<file path="config.mk">
export PLATFORM = sky130hd
export DESIGN_NAME = tpw_timer_pair
export DESIGN_NICKNAME = d
export VERILOG_FILES = /design/src/pkg/tpw_pkg.sv /design/src/logic/tpw_timer.sv /design/src/logic/tpw_timer_pair.sv
export SDC_FILE = /design/constraint.sdc
export NUM_CORES = 1
export LEC_CHECK = 0
export BUFFER_PORTS_ARGS = -buffer_cell sky130_fd_sc_hd__buf_4
export CORE_ASPECT_RATIO = 1.2
export CORE_MARGIN = 10
export CORE_UTILIZATION = 52
export DETAILED_ROUTE_END_ITERATION = 8
export HOLD_SLACK_MARGIN = 0.06
export PLACE_DENSITY = 0.77
export SLEW_MARGIN = 20
export SYNTH_ARGS = -nofsm -noshare
export SYNTH_HDL_FRONTEND = slang
export SYNTH_SLANG_ARGS = --single-unit
</file>
<file path="constraint.sdc">
create_clock -name core_clk -period 2.8 [get_ports core_clk]
set_input_delay 0.42 -clock core_clk [delete_from_list [all_inputs] [get_ports core_clk]]
set_output_delay 0.42 -clock core_clk [all_outputs]
set_load 0.01 [all_outputs]
</file>
<file path="src/pkg/tpw_pkg.sv">
// Constants, field layouts, reset values and mode codes of the timer pair with watchdog.
// Assumes one core clock domain; CPU instruction strobes arrive as one-cycle pulses on that clock.
// Overview of operation
// - Watchdog counter decrements once per machine cycle (instruction clock tick).
// - Each watchdog underflow sets the first watchdog flag.
// - Restart instruction clears the first watchdog flag and skips the next instruction.
// - Underflow with first flag already set sets second flag and fires watchdog reset.
// - Watchdog reset turns on the reset pin pull-down, resetting the whole system.
// - Watchdog runs after reset; disable directly followed by restart stops it.
// - Return from RAM back-up re-enables the watchdog every time.
// - Counting starts on the first count-source edge after the timer starts.
// - Count pin source counts synchronised falling edges of the pin.
// - Timer one may start on an external interrupt edge, then flag next underflow.
// - Count pin can output underflow square wave while timer one still interrupts.
// - Timer two source codes pick timer one underflow, prescaler, count pin, system clock.
// - Output select bit picks timer one or timer two underflow divided by two.
// - Timer one auto-stop acts only when start synchronisation is selected.
package tpw_pkg;

  // Timer control one fields
  localparam int CTL1_START_SYNC = 0;
  localparam int CTL1_T1_RUN = 1;
  localparam int CTL1_PRE_RATIO = 2;
  localparam int CTL1_PRE_RUN = 3;
  // Timer control two fields
  localparam int CTL2_SRC_LO = 0;
  localparam int CTL2_SRC_HI = 1;
  localparam int CTL2_AUTO_STOP = 2;
  localparam int CTL2_T2_RUN = 3;
  // Count pin control fields
  localparam int CTLP_PIN_OUT_EN = 0;
  localparam int CTLP_OUT_SEL = 1;

  localparam logic [3:0] CTL_RESET_VAL = 4'h0;
  localparam logic [7:0] TMR_RESET_VAL = 8'hFF;
  localparam int TMR_WIDTH = 8;

  // Watchdog counter
  localparam int WDOG_WIDTH = 16;
  localparam logic [15:0] WDOG_RELOAD = 16'hFFFF;

  // Prescaler ratios in machine cycles
  localparam logic [3:0] PRE_LAST_FAST = 4'h3;
  localparam logic [3:0] PRE_LAST_SLOW = 4'hF;

  // System clocks per machine cycle (high-speed mode)
  localparam int MC_DIV_DEFAULT = 3;

  // Timer two count source codes
  typedef enum logic [1:0] {
    T2_SRC_T1_UF = 2'b00,
    T2_SRC_PRESCALE = 2'b01,
    T2_SRC_PIN = 2'b10,
    T2_SRC_SYSCLK = 2'b11
  } tpw_t2src_t;

  // Watchdog states, one-hot
  typedef enum logic [3:0] {
    WD_OFF = 4'b0001,
    WD_RUN = 4'b0010,
    WD_WARN = 4'b0100,
    WD_FIRE = 4'b1000
  } tpw_wdstate_t;

endpackage : tpw_pkg

</file>
<file path="src/logic/tpw_timer.sv">
// One down-counting timer with reload and CPU write access.
// Assumes srcTick is a one-cycle pulse on core_clk marking a count-source edge (a falling edge for the count pin).
`timescale 1ns/1ps
module tpw_timer
  import tpw_pkg::*;
#(
  parameter int WIDTH = TMR_WIDTH
) (
  input wire logic core_clk, // System clock
  input wire logic rst, // Async reset, high
  input wire logic runEn, // Timer operating
  input wire logic srcTick, // Count source edge pulse
  input wire logic wrEn, // CPU count write strobe
  input wire logic [WIDTH-1:0] wrData, // CPU count write data
  input wire logic [WIDTH-1:0] reloadVal, // Reload register value
  output logic [WIDTH-1:0] count, // Current count
  output logic underflow // One-cycle underflow pulse
);

  initial begin
    if (WIDTH < 2 || WIDTH > 16) $error("tpw_timer: WIDTH out of range");
  end

  logic [WIDTH-1:0] count_r;
  logic [WIDTH-1:0] count_nxt;
  logic uf_r;
  logic uf_nxt;

  // Next count: a stopped timer simply holds, so no first-tick correction is needed
  always_comb begin
    count_nxt = count_r;
    uf_nxt = 1'b0;
    if (wrEn) begin
      count_nxt = wrData;
    end else if (runEn && srcTick) begin
      if (count_r == '0) begin
        count_nxt = reloadVal;
        uf_nxt = 1'b1;
      end else begin
        count_nxt = count_r - 1'b1;
      end
    end
  end

  // Count registers
  always_ff @(posedge core_clk or posedge rst) begin
    if (rst) begin
      count_r <= WIDTH'(TMR_RESET_VAL);
      uf_r <= 1'b0;
    end else begin
      count_r <= count_nxt;
      uf_r <= uf_nxt;
    end
  end

  assign count = count_r;
  assign underflow = uf_r;

endmodule : tpw_timer

</file>
<file path="src/logic/tpw_timer_pair.sv">
// Timer pair with prescaler, count pin and watchdog, driven by CPU instruction strobes.
// Assumes strobes are one-cycle pulses on core_clk; count pin and interrupt pin are asynchronous.
`timescale 1ns/1ps
module tpw_timer_pair
  import tpw_pkg::*;
#(
  parameter int MC_DIV = MC_DIV_DEFAULT
) (
  input wire logic core_clk, // System clock, 40 MHz
  input wire logic rst, // Async reset, high
  input wire logic instrDone, // Any instruction completed
  input wire logic wdogRestartOp, // Watchdog restart instruction
  input wire logic wdogDisableOp, // Watchdog disable instruction
  input wire logic ramBackupReturn, // Return from RAM back-up
  input wire logic ctlOneWr, // Write timer control one
  input wire logic ctlTwoWr, // Write timer control two
  input wire logic ctlPinWr, // Write count pin control
  input wire logic [3:0] ctlData, // Control write data
  input wire logic reloadOneWr, // Write timer one reload
  input wire logic reloadTwoWr, // Write timer two reload
  input wire logic writeTimerOneOp, // Write timer one count
  input wire logic writeTimerTwoOp, // Write timer two count
  input wire logic [7:0] accPair, // Accumulator pair data
  input wire logic tOneFlagClr, // Clear timer one request
  input wire logic tTwoFlagClr, // Clear timer two request
  input wire logic countPinIn, // Count pin level, async
  input wire logic extIntIn, // External interrupt pin, async
  output logic [3:0] timerCtrlOne, // Control one readback
  output logic [3:0] timerCtrlTwo, // Control two readback
  output logic [3:0] timerCtrlPin, // Count pin control readback
  output logic [7:0] timerOneCount, // Timer one count
  output logic [7:0] timerTwoCount, // Timer two count
  output logic tOneFlag, // Timer one request flag
  output logic tTwoFlag, // Timer two request flag
  output logic countPinOut, // Count pin output level
  output logic countPinOe, // Count pin output enable
  output logic skipNext, // Skip next instruction pulse
  output logic wdogFirstFlag, // First watchdog flag
  output logic wdogSecondFlag, // Second watchdog flag
  output logic wdogEnableFlag, // Watchdog enable flag
  output logic resetPinOut, // Reset pin pull-down level
  output logic resetPinOe // Reset pin pull-down on
);

  initial begin
    if (MC_DIV < 1 || MC_DIV > 255) $error("tpw_timer_pair: MC_DIV out of range");
  end

  // Synchronisers: first stage read only by the second
  logic [1:0] pinSync_r;
  logic [1:0] intSync_r;
  logic pinLast_r;
  logic intLast_r;
  always_ff @(posedge core_clk or posedge rst) begin
    if (rst) begin
      pinSync_r <= 2'b11;
      intSync_r <= 2'b00;
      pinLast_r <= 1'b1;
      intLast_r <= 1'b0;
    end else begin
      pinSync_r <= {pinSync_r[0], countPinIn};
      intSync_r <= {intSync_r[0], extIntIn};
      pinLast_r <= pinSync_r[1];
      intLast_r <= intSync_r[1];
    end
  end
  logic pinFall;
  logic intRise;
  assign pinFall = pinLast_r && !pinSync_r[1];
  assign intRise = !intLast_r && intSync_r[1];

  // Machine cycle divider and prescaler
  logic [7:0] mcCnt_r;
  logic [7:0] mcCnt_nxt;
  logic [3:0] preCnt_r;
  logic [3:0] preCnt_nxt;
  logic mcTick;
  logic preTick;
  logic [3:0] ctl1_r;
  logic [3:0] ctl1_nxt;
  logic [3:0] ctl2_r;
  logic [3:0] ctl2_nxt;
  logic [3:0] ctlp_r;
  logic [3:0] ctlp_nxt;
  logic [3:0] preLast;

  assign mcTick = (mcCnt_r == 8'(MC_DIV - 1));
  assign preLast = ctl1_r[CTL1_PRE_RATIO] ? PRE_LAST_SLOW : PRE_LAST_FAST;
  assign preTick = ctl1_r[CTL1_PRE_RUN] && mcTick && (preCnt_r == preLast);

  // Divider next state; ratio change mid-count is undefined until prescaler is stopped
  always_comb begin
    mcCnt_nxt = mcTick ? 8'h00 : mcCnt_r + 8'h01;
    preCnt_nxt = preCnt_r;
    if (!ctl1_r[CTL1_PRE_RUN]) begin
      preCnt_nxt = 4'h0;
    end else if (mcTick) begin
      preCnt_nxt = (preCnt_r >= preLast) ? 4'h0 : preCnt_r + 4'h1;
    end
  end

  always_ff @(posedge core_clk or posedge rst) begin
    if (rst) begin
      mcCnt_r <= 8'h00;
      preCnt_r <= 4'h0;
    end else begin
      mcCnt_r <= mcCnt_nxt;
      preCnt_r <= preCnt_nxt;
    end
  end

  // Timer one start synchronisation and auto-stop
  logic t1Started_r;
  logic t1Started_nxt;
  logic t1Run;
  logic t1Uf;
  logic t2Uf;
  assign t1Run = ctl1_r[CTL1_T1_RUN] && (!ctl1_r[CTL1_START_SYNC] || t1Started_r);

  always_comb begin
    t1Started_nxt = t1Started_r;
    if (!ctl1_r[CTL1_T1_RUN] || !ctl1_r[CTL1_START_SYNC]) begin
      t1Started_nxt = 1'b0;
    end else if (intRise) begin
      t1Started_nxt = 1'b1;
    end else if (t1Uf && ctl2_r[CTL2_AUTO_STOP]) begin
      t1Started_nxt = 1'b0;
    end
  end

  // Control registers; RAM back-up return clears control one only
  always_comb begin
    ctl1_nxt = ctlOneWr ? ctlData : ctl1_r;
    ctl2_nxt = ctlTwoWr ? ctlData : ctl2_r;
    ctlp_nxt = ctlPinWr ? ctlData : ctlp_r;
    if (ramBackupReturn) begin
      ctl1_nxt = CTL_RESET_VAL;
    end
  end

  // Reload registers
  logic [7:0] reload1_r;
  logic [7:0] reload2_r;
  logic [7:0] reload1_nxt;
  logic [7:0] reload2_nxt;
  always_comb begin
    reload1_nxt = reloadOneWr ? accPair : reload1_r;
    reload2_nxt = reloadTwoWr ? accPair : reload2_r;
  end

  always_ff @(posedge core_clk or posedge rst) begin
    if (rst) begin
      ctl1_r <= CTL_RESET_VAL;
      ctl2_r <= CTL_RESET_VAL;
      ctlp_r <= CTL_RESET_VAL;
      t1Started_r <= 1'b0;
      reload1_r <= TMR_RESET_VAL;
      reload2_r <= TMR_RESET_VAL;
    end else begin
      ctl1_r <= ctl1_nxt;
      ctl2_r <= ctl2_nxt;
      ctlp_r <= ctlp_nxt;
      t1Started_r <= t1Started_nxt;
      reload1_r <= reload1_nxt;
      reload2_r <= reload2_nxt;
    end
  end

  // Timer two source mux; switching sources while running is the CPU's hazard
  logic t2Tick;
  always_comb begin
    case (tpw_t2src_t'(ctl2_r[CTL2_SRC_HI:CTL2_SRC_LO]))
      T2_SRC_T1_UF: t2Tick = t1Uf;
      T2_SRC_PRESCALE: t2Tick = preTick;
      T2_SRC_PIN: t2Tick = pinFall;
      default: t2Tick = 1'b1;
    endcase
  end

  tpw_timer #(.WIDTH(TMR_WIDTH)) timerOne (
    .core_clk(core_clk),
    .rst(rst),
    .runEn(t1Run),
    .srcTick(preTick),
    .wrEn(writeTimerOneOp),
    .wrData(accPair),
    .reloadVal(reload1_r),
    .count(timerOneCount),
    .underflow(t1Uf)
  );

  tpw_timer #(.WIDTH(TMR_WIDTH)) timerTwo (
    .core_clk(core_clk),
    .rst(rst),
    .runEn(ctl2_r[CTL2_T2_RUN]),
    .srcTick(t2Tick),
    .wrEn(writeTimerTwoOp),
    .wrData(accPair),
    .reloadVal(reload2_r),
    .count(timerTwoCount),
    .underflow(t2Uf)
  );

  // Request flags and square wave; a set beats a clear in the same cycle
  logic t1F_r;
  logic t2F_r;
  logic sq_r;
  logic t1F_nxt;
  logic t2F_nxt;
  logic sq_nxt;
  always_comb begin
    t1F_nxt = t1Uf ? 1'b1 : (tOneFlagClr ? 1'b0 : t1F_r);
    t2F_nxt = t2Uf ? 1'b1 : (tTwoFlagClr ? 1'b0 : t2F_r);
    sq_nxt = sq_r ^ (ctlp_r[CTLP_OUT_SEL] ? t2Uf : t1Uf);
  end

  always_ff @(posedge core_clk or posedge rst) begin
    if (rst) begin
      t1F_r <= 1'b0;
      t2F_r <= 1'b0;
      sq_r <= 1'b0;
    end else begin
      t1F_r <= t1F_nxt;
      t2F_r <= t2F_nxt;
      sq_r <= sq_nxt;
    end
  end

  // Watchdog: disable only takes effect when the very next instruction is restart
  tpw_wdstate_t wdState_r;
  tpw_wdstate_t wdState_nxt;
  logic [15:0] wdCnt_r;
  logic [15:0] wdCnt_nxt;
  logic disArm_r;
  logic disArm_nxt;
  logic skip_r;
  logic wdUf;
  assign wdUf = (wdState_r != WD_OFF) && (wdState_r != WD_FIRE) && mcTick && (wdCnt_r == 16'h0000);

  always_comb begin
    wdState_nxt = wdState_r;
    wdCnt_nxt = wdCnt_r;
    disArm_nxt = disArm_r;
    if (wdogDisableOp) begin
      disArm_nxt = 1'b1;
    end else if (instrDone || wdogRestartOp) begin
      disArm_nxt = 1'b0;
    end
    if (mcTick && wdState_r != WD_OFF && wdState_r != WD_FIRE) begin
      wdCnt_nxt = (wdCnt_r == 16'h0000) ? WDOG_RELOAD : wdCnt_r - 16'h0001;
    end
    case (wdState_r)
      WD_OFF: begin
        if (ramBackupReturn) begin
          wdState_nxt = WD_RUN;
          wdCnt_nxt = WDOG_RELOAD;
        end
      end
      WD_RUN: begin
        if (wdUf) begin
          wdState_nxt = WD_WARN;
        end else if (wdogRestartOp && disArm_r) begin
          wdState_nxt = WD_OFF;
        end
      end
      WD_WARN: begin
        if (wdUf) begin
          wdState_nxt = WD_FIRE;
        end else if (wdogRestartOp) begin
          wdState_nxt = disArm_r ? WD_OFF : WD_RUN;
        end
      end
      WD_FIRE: wdState_nxt = WD_FIRE; // Held until the pulled-down pin resets us
      default: wdState_nxt = WD_RUN;
    endcase
  end

  always_ff @(posedge core_clk or posedge rst) begin
    if (rst) begin
      wdState_r <= WD_RUN;
      wdCnt_r <= WDOG_RELOAD;
      disArm_r <= 1'b0;
      skip_r <= 1'b0;
    end else begin
      wdState_r <= wdState_nxt;
      wdCnt_r <= wdCnt_nxt;
      disArm_r <= disArm_nxt;
      skip_r <= wdogRestartOp;
    end
  end

  // Outputs
  assign timerCtrlOne = ctl1_r;
  assign timerCtrlTwo = ctl2_r;
  assign timerCtrlPin = ctlp_r;
  assign tOneFlag = t1F_r;
  assign tTwoFlag = t2F_r;
  assign countPinOut = sq_r;
  assign countPinOe = ctlp_r[CTLP_PIN_OUT_EN];
  assign skipNext = skip_r;
  assign wdogFirstFlag = (wdState_r == WD_WARN) || (wdState_r == WD_FIRE);
  assign wdogSecondFlag = (wdState_r == WD_FIRE);
  assign wdogEnableFlag = (wdState_r != WD_OFF);
  assign resetPinOut = 1'b0; // Open drain: only ever pulls low
  assign resetPinOe = (wdState_r == WD_FIRE);

endmodule : tpw_timer_pair

</file>
**After elaboration in Yosys (flattened, before gate mapping)**

Index checks and enable logic that the tools add are counted.

- Bitwise logic cells: 1
- Add/sub/neg operators: 5
- Equality and inequality tests: 14
- Mux-type cells: 41
- Reduce and logical (&&, ||, !) cells: 34
- Order comparisons: 1

Operators by type and width:

| operator | count |
|---|---|
| $mux W16 | 4 |
| $mux W8 | 7 |
| $mux W4 | 11 |
| $logic_not A16 Y1 | 1 |
| $logic_not A8 Y1 | 2 |
| $mux W1 | 16 |
| $pmux W4 S4 | 1 |
| $sub A16 B1 Y16 const B | 1 |
| $sub A8 B1 Y8 const B | 2 |
| $logic_and A1 B1 Y1 | 14 |
| $reduce_bool A2 Y1 | 6 |
| $add A8 B1 Y8 const B | 1 |
| $eq A8 B2 Y1 const B | 1 |
| $ne A3 B3 Y1 const B | 2 |
| $add A4 B1 Y4 const B | 1 |
| $eq A4 B1 Y1 const B | 1 |
| $eq A4 B2 Y1 const B | 1 |
| $eq A4 B3 Y1 const B | 1 |
| $eq A4 B4 Y1 | 1 |
| $eq A4 B4 Y1 const B | 1 |
| $ge A4 B4 Y1 | 1 |
| $logic_not A1 Y1 | 4 |
| $logic_or A1 B1 Y1 | 4 |
| $ne A2 B2 Y1 const B | 2 |
| 10 further kinds | 10 |

- Input port bits: 29
- Register bits: 90
- Output and inout bits: 38

**Depth between registers and ports, before layout**

- Depth in word-level cells: 7
- Gate-level depth with buffers: 8

**By module**

A second synthesis with hierarchy kept.

- Cells, all modules: 460
- Area total of the unflattened synthesis: 4,878.4 um^2

By module, submodules not included:

| module | area each (um^2) | cells an instance | instances |
|---|---|---|---|
| tpw_timer_pair | 3,512.1 | 308 | 1 |
| tpw_timer | 683.2 | 76 | 2 |

**Worst setup path before layout**

OpenSTA, ideal clock, no wires.

- Kind: register to register
- From: register ctl1_r[2] (netlist: timerCtrlOne[2])
- To: register timerTwo.count_r[5] (netlist: timerTwo.count[5])
- Slack: 0.726 ns
- Required time: 2.718 ns
- Library setup time: 0.082 ns
- Arrival time: 1.993 ns
- Clock period less this slack: 2.074 ns
- Path buffers: 1
- Cell stages (with the launch flop): 9
- Path through: dfrtp_1 > inv_1 > ha_1 > and4_1 > a311oi_1 > or2_0 > clkbuf_1 > a2111oi_0 > a211o_1

- Cells in the longest elaborated chain, start to end: 6

Ends and longest elaborated chain:

| element | RTL line | source |
|---|---|---|
| start: declaration | tpw_timer_pair.sv:79 | `logic [3:0] ctl1_r;` |
| start signal: assignment | tpw_timer_pair.sv:160 | `ctl1_r <= ctl1_nxt;` |
| $mux W4 | tpw_timer_pair.sv:88 | `assign preLast = ctl1_r[CTL1_PRE_RATIO] ? PRE_LAST_SLOW : PRE_LAST_FAST;` |
| $eq A4 B4 Y1 | tpw_timer_pair.sv:89 | `assign preTick = ctl1_r[CTL1_PRE_RUN] && mcTick && (preCnt_r == preLast);` |
| $logic_and A1 B1 Y1 | tpw_timer_pair.sv:89 |  |
| $pmux W1 S3 | tpw_timer_pair.sv:172 | `case (tpw_t2src_t'(ctl2_r[CTL2_SRC_HI:CTL2_SRC_LO]))` |
| $logic_and A1 B1 Y1 | tpw_timer.sv:35 | `end else if (runEn && srcTick) begin` |
| $reduce_bool A2 Y1 (no line) | - |  |
| end signal: assignment | tpw_timer.sv:48 | `count_r <= WIDTH'(TMR_RESET_VAL);` |
| end signal: assignment | tpw_timer.sv:51 | `count_r <= count_nxt;` |
| end: declaration | tpw_timer.sv:24 | `logic [WIDTH-1:0] count_r;` |

No other way between the ends.
A chain may end at the register's enable or synchronous reset.

**Worst setup path after layout**

- From: register mcCnt_r[0]
- To: register timerTwo.count_r[7] (netlist: timerTwo.count[7])

- Cells in the longest elaborated chain, start to end: 6

Ends and longest elaborated chain:

| element | RTL line | source |
|---|---|---|
| start: declaration | tpw_timer_pair.sv:73 | `logic [7:0] mcCnt_r;` |
| start signal: assignment | tpw_timer_pair.sv:107 | `mcCnt_r <= mcCnt_nxt;` |
| $eq A8 B2 Y1 | tpw_timer_pair.sv:87 | `assign mcTick = (mcCnt_r == 8'(MC_DIV - 1));` |
| $logic_and A1 B1 Y1 (2 in a row) | tpw_timer_pair.sv:89 |  |
| $pmux W1 S3 | tpw_timer_pair.sv:172 |  |
| $logic_and A1 B1 Y1 | tpw_timer.sv:35 |  |
| $reduce_bool A2 Y1 (no line) | - |  |

No other way between the ends.

==> impl_metrics.py <==
metrics = {
    "cells_and_area": {
        "n_fill_cell": 690,
        "final_nets": 529,
        "drive_gt1_share_pct": 35.35,
        "num_antenna_cells": 0,
        "seq_area_um2": 2317,
        "multiInputGateArea_um2": 2066,
        "area_growth_pct": 17.55,
        "finalCoreUtilization_pct": 62.22,
    },
    "timing": {
        "finalSetupViolCount": 0,
        "finalHoldViolations": 0,
        "rsz0062_at_grt": "false",
        "timing.final.crit_period_ns": 2.398,
        "fmax_ghz": 0.4170,
        "relSlewSlack_pct": 55.25,
        "whs_ns": 0.08148,
        "drv_slew": 0,
        "skew_ns": 0.01391,
        "finalCritPeriodShare_pct": 85.65,
        "setup-tns-final_ns": 0,
        "worst_slew_pin_slew_ns": 0.6713,
    },
    "synthesis": {
        "syn_inst": 429,
        "yosys.area_share.simple_pct": 18.44,
        "synth_top_family_by_area": "simple AND/OR/NAND/NOR gates",
        "syn-cell-area_um2": 4533,
        "ys_seq_area_share_pct": 51.12,
        "syn_avg_cell_area_um2": 10.57,
        "ys_warn_count": 0,
        "mappedNetlistNets": 468,
        "synthMuxAreaShare_pct": 8.225,
        "yosysUniqueCellTypes": 61,
        "synthFlopType": "dfstp_2",
        "synthAdderAreaFrac_pct": 2.760,
        "synthXorXnorAreaFrac_pct": 4.444,
        "async_flop_share_pct": 100.0,
        "synth-edff-count": 0,
        "synth_seq_cells": 90,
        "synth_compound_area_share_pct": 11.62,
    },
    "detailed_routing": {
        "routedWlPerCell_um": 16.82,
        "vias": 3438,
        "drc": 0,
        "first_iter_violations": 214,
        "wl_um": 10290,
        "ant_nets": 0,
        "via_per_inst": 5.618,
        "drt_first_pass_iters": 5,
    },
    "worst_setup_path": {
        "cp.arrival_ns": 2.68,
        "path_class": "flip-flop to flip-flop",
        "crit_path_end_kind": "flip-flop",
        "reg2reg_from": "mcCnt_r[0]$_DFF_PP0_",
        "cp.required_ns": 3.08,
        "cpPeakStageDelay_ns": 0.52,
        "crit_path_max_fanout": 8,
        "worstPathCellList": "inv_1, ha_1, nor3b_1, a311oi_1, nor2_1, a31oi_1, o31ai_1",
        "slowest_stage": "nor2_1",
        "rr_endpoint": "timerTwo.count[7]$_DFFE_PP1P_",
        "startpoint_type": "flip-flop",
        "reg2reg_depth": 7,
        "r2r_slack_ns": 0.40,
    },
    "global_route": {
        "met3_usage_pct": 3.985,
        "grt_use_met1_pct": 20.16,
        "groute.usage.overall_pct": 16.04,
        "grtUsageMet2_pct": 26.79,
        "grt_pass1_vias": 3480,
        "grt-busiest-layer": "met2",
        "grt_max_degree": 65,
        "grt_overflow": 0,
        "antenna_found_initial": 0,
        "grt_pass1_wl_um": 17240,
    },
    "cts": {
        "clock-sinks": 90,
        "post_cts_resized": 0,
        "htreeDepth": 3,
        "cts_tree": "built",
        "ctsHoldBuffers": 0,
        "cts_root_buffer": "clkbuf_8",
        "clk_latency_ns": 0.36,
        "cts_buffers": 9,
        "cts_setup_buffers": 0,
        "clockBufferDepth": 2,
        "clkTransAtPathRegs_ns": 0.10,
    },
    "run": {
        "drv_cap": 0,
    },
    "run_status": {
        "status": "finished clean",
    },
    "place": {
        "place.gp.congestion": 0.8937,
        "port_buffers": 65,
        "post-dp-hpwl_um": 7548,
    },
    "power": {
        "powerDensity_nw_per_um2": 573.0,
        "p_leak_nw": 2.281,
        "ir_drop_mv": 0.2847,
    },
    "die": {
        "initial_core_util_pct": 52.93,
        "die_x_um": 105.2,
        "dieArea_um2": 12870,
        "rows": 37,
        "io_pins": 67,
        "core_um2": 8564,
        "die_h_um": 122.3,
    },
    "hold_path": {
        "hp-class": "primary input to asynchronous set/reset pin",
    },
}
-- cells in the mapped netlist, types with 5 or more instances --
cell	count	area share (%)
a21oi_1	20	2.2
clkbuf_1	12	0.99
dfrtp_1	38	21
dfstp_2	52	30
ha_1	10	2.8
inv_1	18	1.5
mux2_2	26	6.5
mux2i_1	8	1.8
nand2_1	39	3.2
nand2b_1	6	0.83
nand3_1	8	0.88
nor2_1	28	2.3
nor2b_1	8	1.1
nor3_1	18	2.0
nor3b_1	5	0.83
nor4_1	8	1.1
o21ai_0	20	2.2
o31ai_1	8	1.3
or3_1	5	0.69
xnor2_1	22	4.3
-- routing by layer --
layer / vias up / part of all wire [%]
met1: 1707 / 45
met2: 77 / 49
met5: - / 0
li1: 1641 / -
met3: 13 / 4.4
met4: 0 / 1.2
-- through the flow --
step                      total power [mW]  std cells  area (µm²)  setup slack [ns]
after global placement               2.135        596        5121            0.5376
after floorplan                      1.944        429        4533            0.1308
final                                3.054        612        5329            0.4018
after CTS                            3.080        612        5329            0.4359
after detailed placement             2.164        596        5121            0.4648
after global routing                 3.195        612        5329            0.1679
-- flip-flops by register name, indices dropped and copies added (netlist names), 4 cells and up --
name and cells:
mcCnt_r 8, preCnt_r 4, reload1_r 8, reload2_r 8
timerCtrlOne 4, timerCtrlPin 4, timerCtrlTwo 4, timerOne.count 8
timerTwo.count 8, wdCnt_r 16, wdState_r 4
-- final cells by class --
cell class	count	area share (%)
clock buffers	12	3.334
well taps	117	2.747
multi-input cells	303	38.76
flip-flops and latches	90	43.48
clock inverters	4	0.5635
inverters	18	1.291
repair buffers	68	9.815
-- cell usage in the layout (no fill, tap or decap), types with 4 or more instances in the layout --
cell and n:
buf_4 67, dfrtp_1 38, nor3_1 18, nor4b_1 4, clkbuf_8 9, a21oi_1 20
o31ai_1 8, and3_1 4, xnor2_1 22, mux2_2 26, dfstp_2 52, nor3b_1 5
a21o_1 4, nor2b_1 8, ha_1 10, mux2i_1 8, or3_1 5, nand2_1 39
nand3_1 8, nand2b_1 6, nor2_1 28, inv_1 17, or2_2 4, o21ai_0 20
nor4_1 8
-- power breakdown --
| part | total [mW] | internal (mW) | switching [mW] |
|---|---|---|---|
| Sequential | 1.61 | 1.48 | 0.130 |
| Combinational | 0.524 | 0.254 | 0.270 |
| Clock | 0.915 | 0.435 | 0.480 |
-- worst max-delay path by stage --
stage                         startpoint                       endpoint  slack (ns)  cells past startpoint
finish              mcCnt_r[0]$_DFF_PP0_  timerTwo.count[7]$_DFFE_PP1P_        0.40                      7
global placement    mcCnt_r[0]$_DFF_PP0_  timerTwo.count[0]$_DFFE_PP1P_        0.54                      7
global route        mcCnt_r[0]$_DFF_PP0_  timerTwo.count[0]$_DFFE_PP1P_        0.17                      7
floorplan                            rst          countPinOut$_DFF_PP0_        0.13                      1
CTS                 mcCnt_r[0]$_DFF_PP0_  timerTwo.count[0]$_DFFE_PP1P_        0.44                      7
detailed placement  mcCnt_r[0]$_DFF_PP0_  timerTwo.count[0]$_DFFE_PP1P_        0.46                      7
-- logic make-up (layout without fill, tap and decap cells) --
group / after synthesis / count (layout)
AOI/OAI and AO/OA: 80 / 80
and+or+nand+nor: 155 / 155
xor gates and xnor gates: 23 / 23
buffers and inverters: 36 / 102
other: 1 / 1
adders and majority gates: 10 / 10
DFF: 90 / 90
muxes: 34 / 34
-- worst max-delay path: cells and delay by family (launching register included) --
kind | cells | cell delay, ns
flip-flops | 1 | 0.43
AO/OA/AOI/OAI | 3 | 0.69
AND/OR/NAND/NOR | 2 | 1.00
adder cells (fa/ha/maj) | 1 | 0.13
buffers and inverters | 1 | 0.07
(Power assumes the default switching activity.)
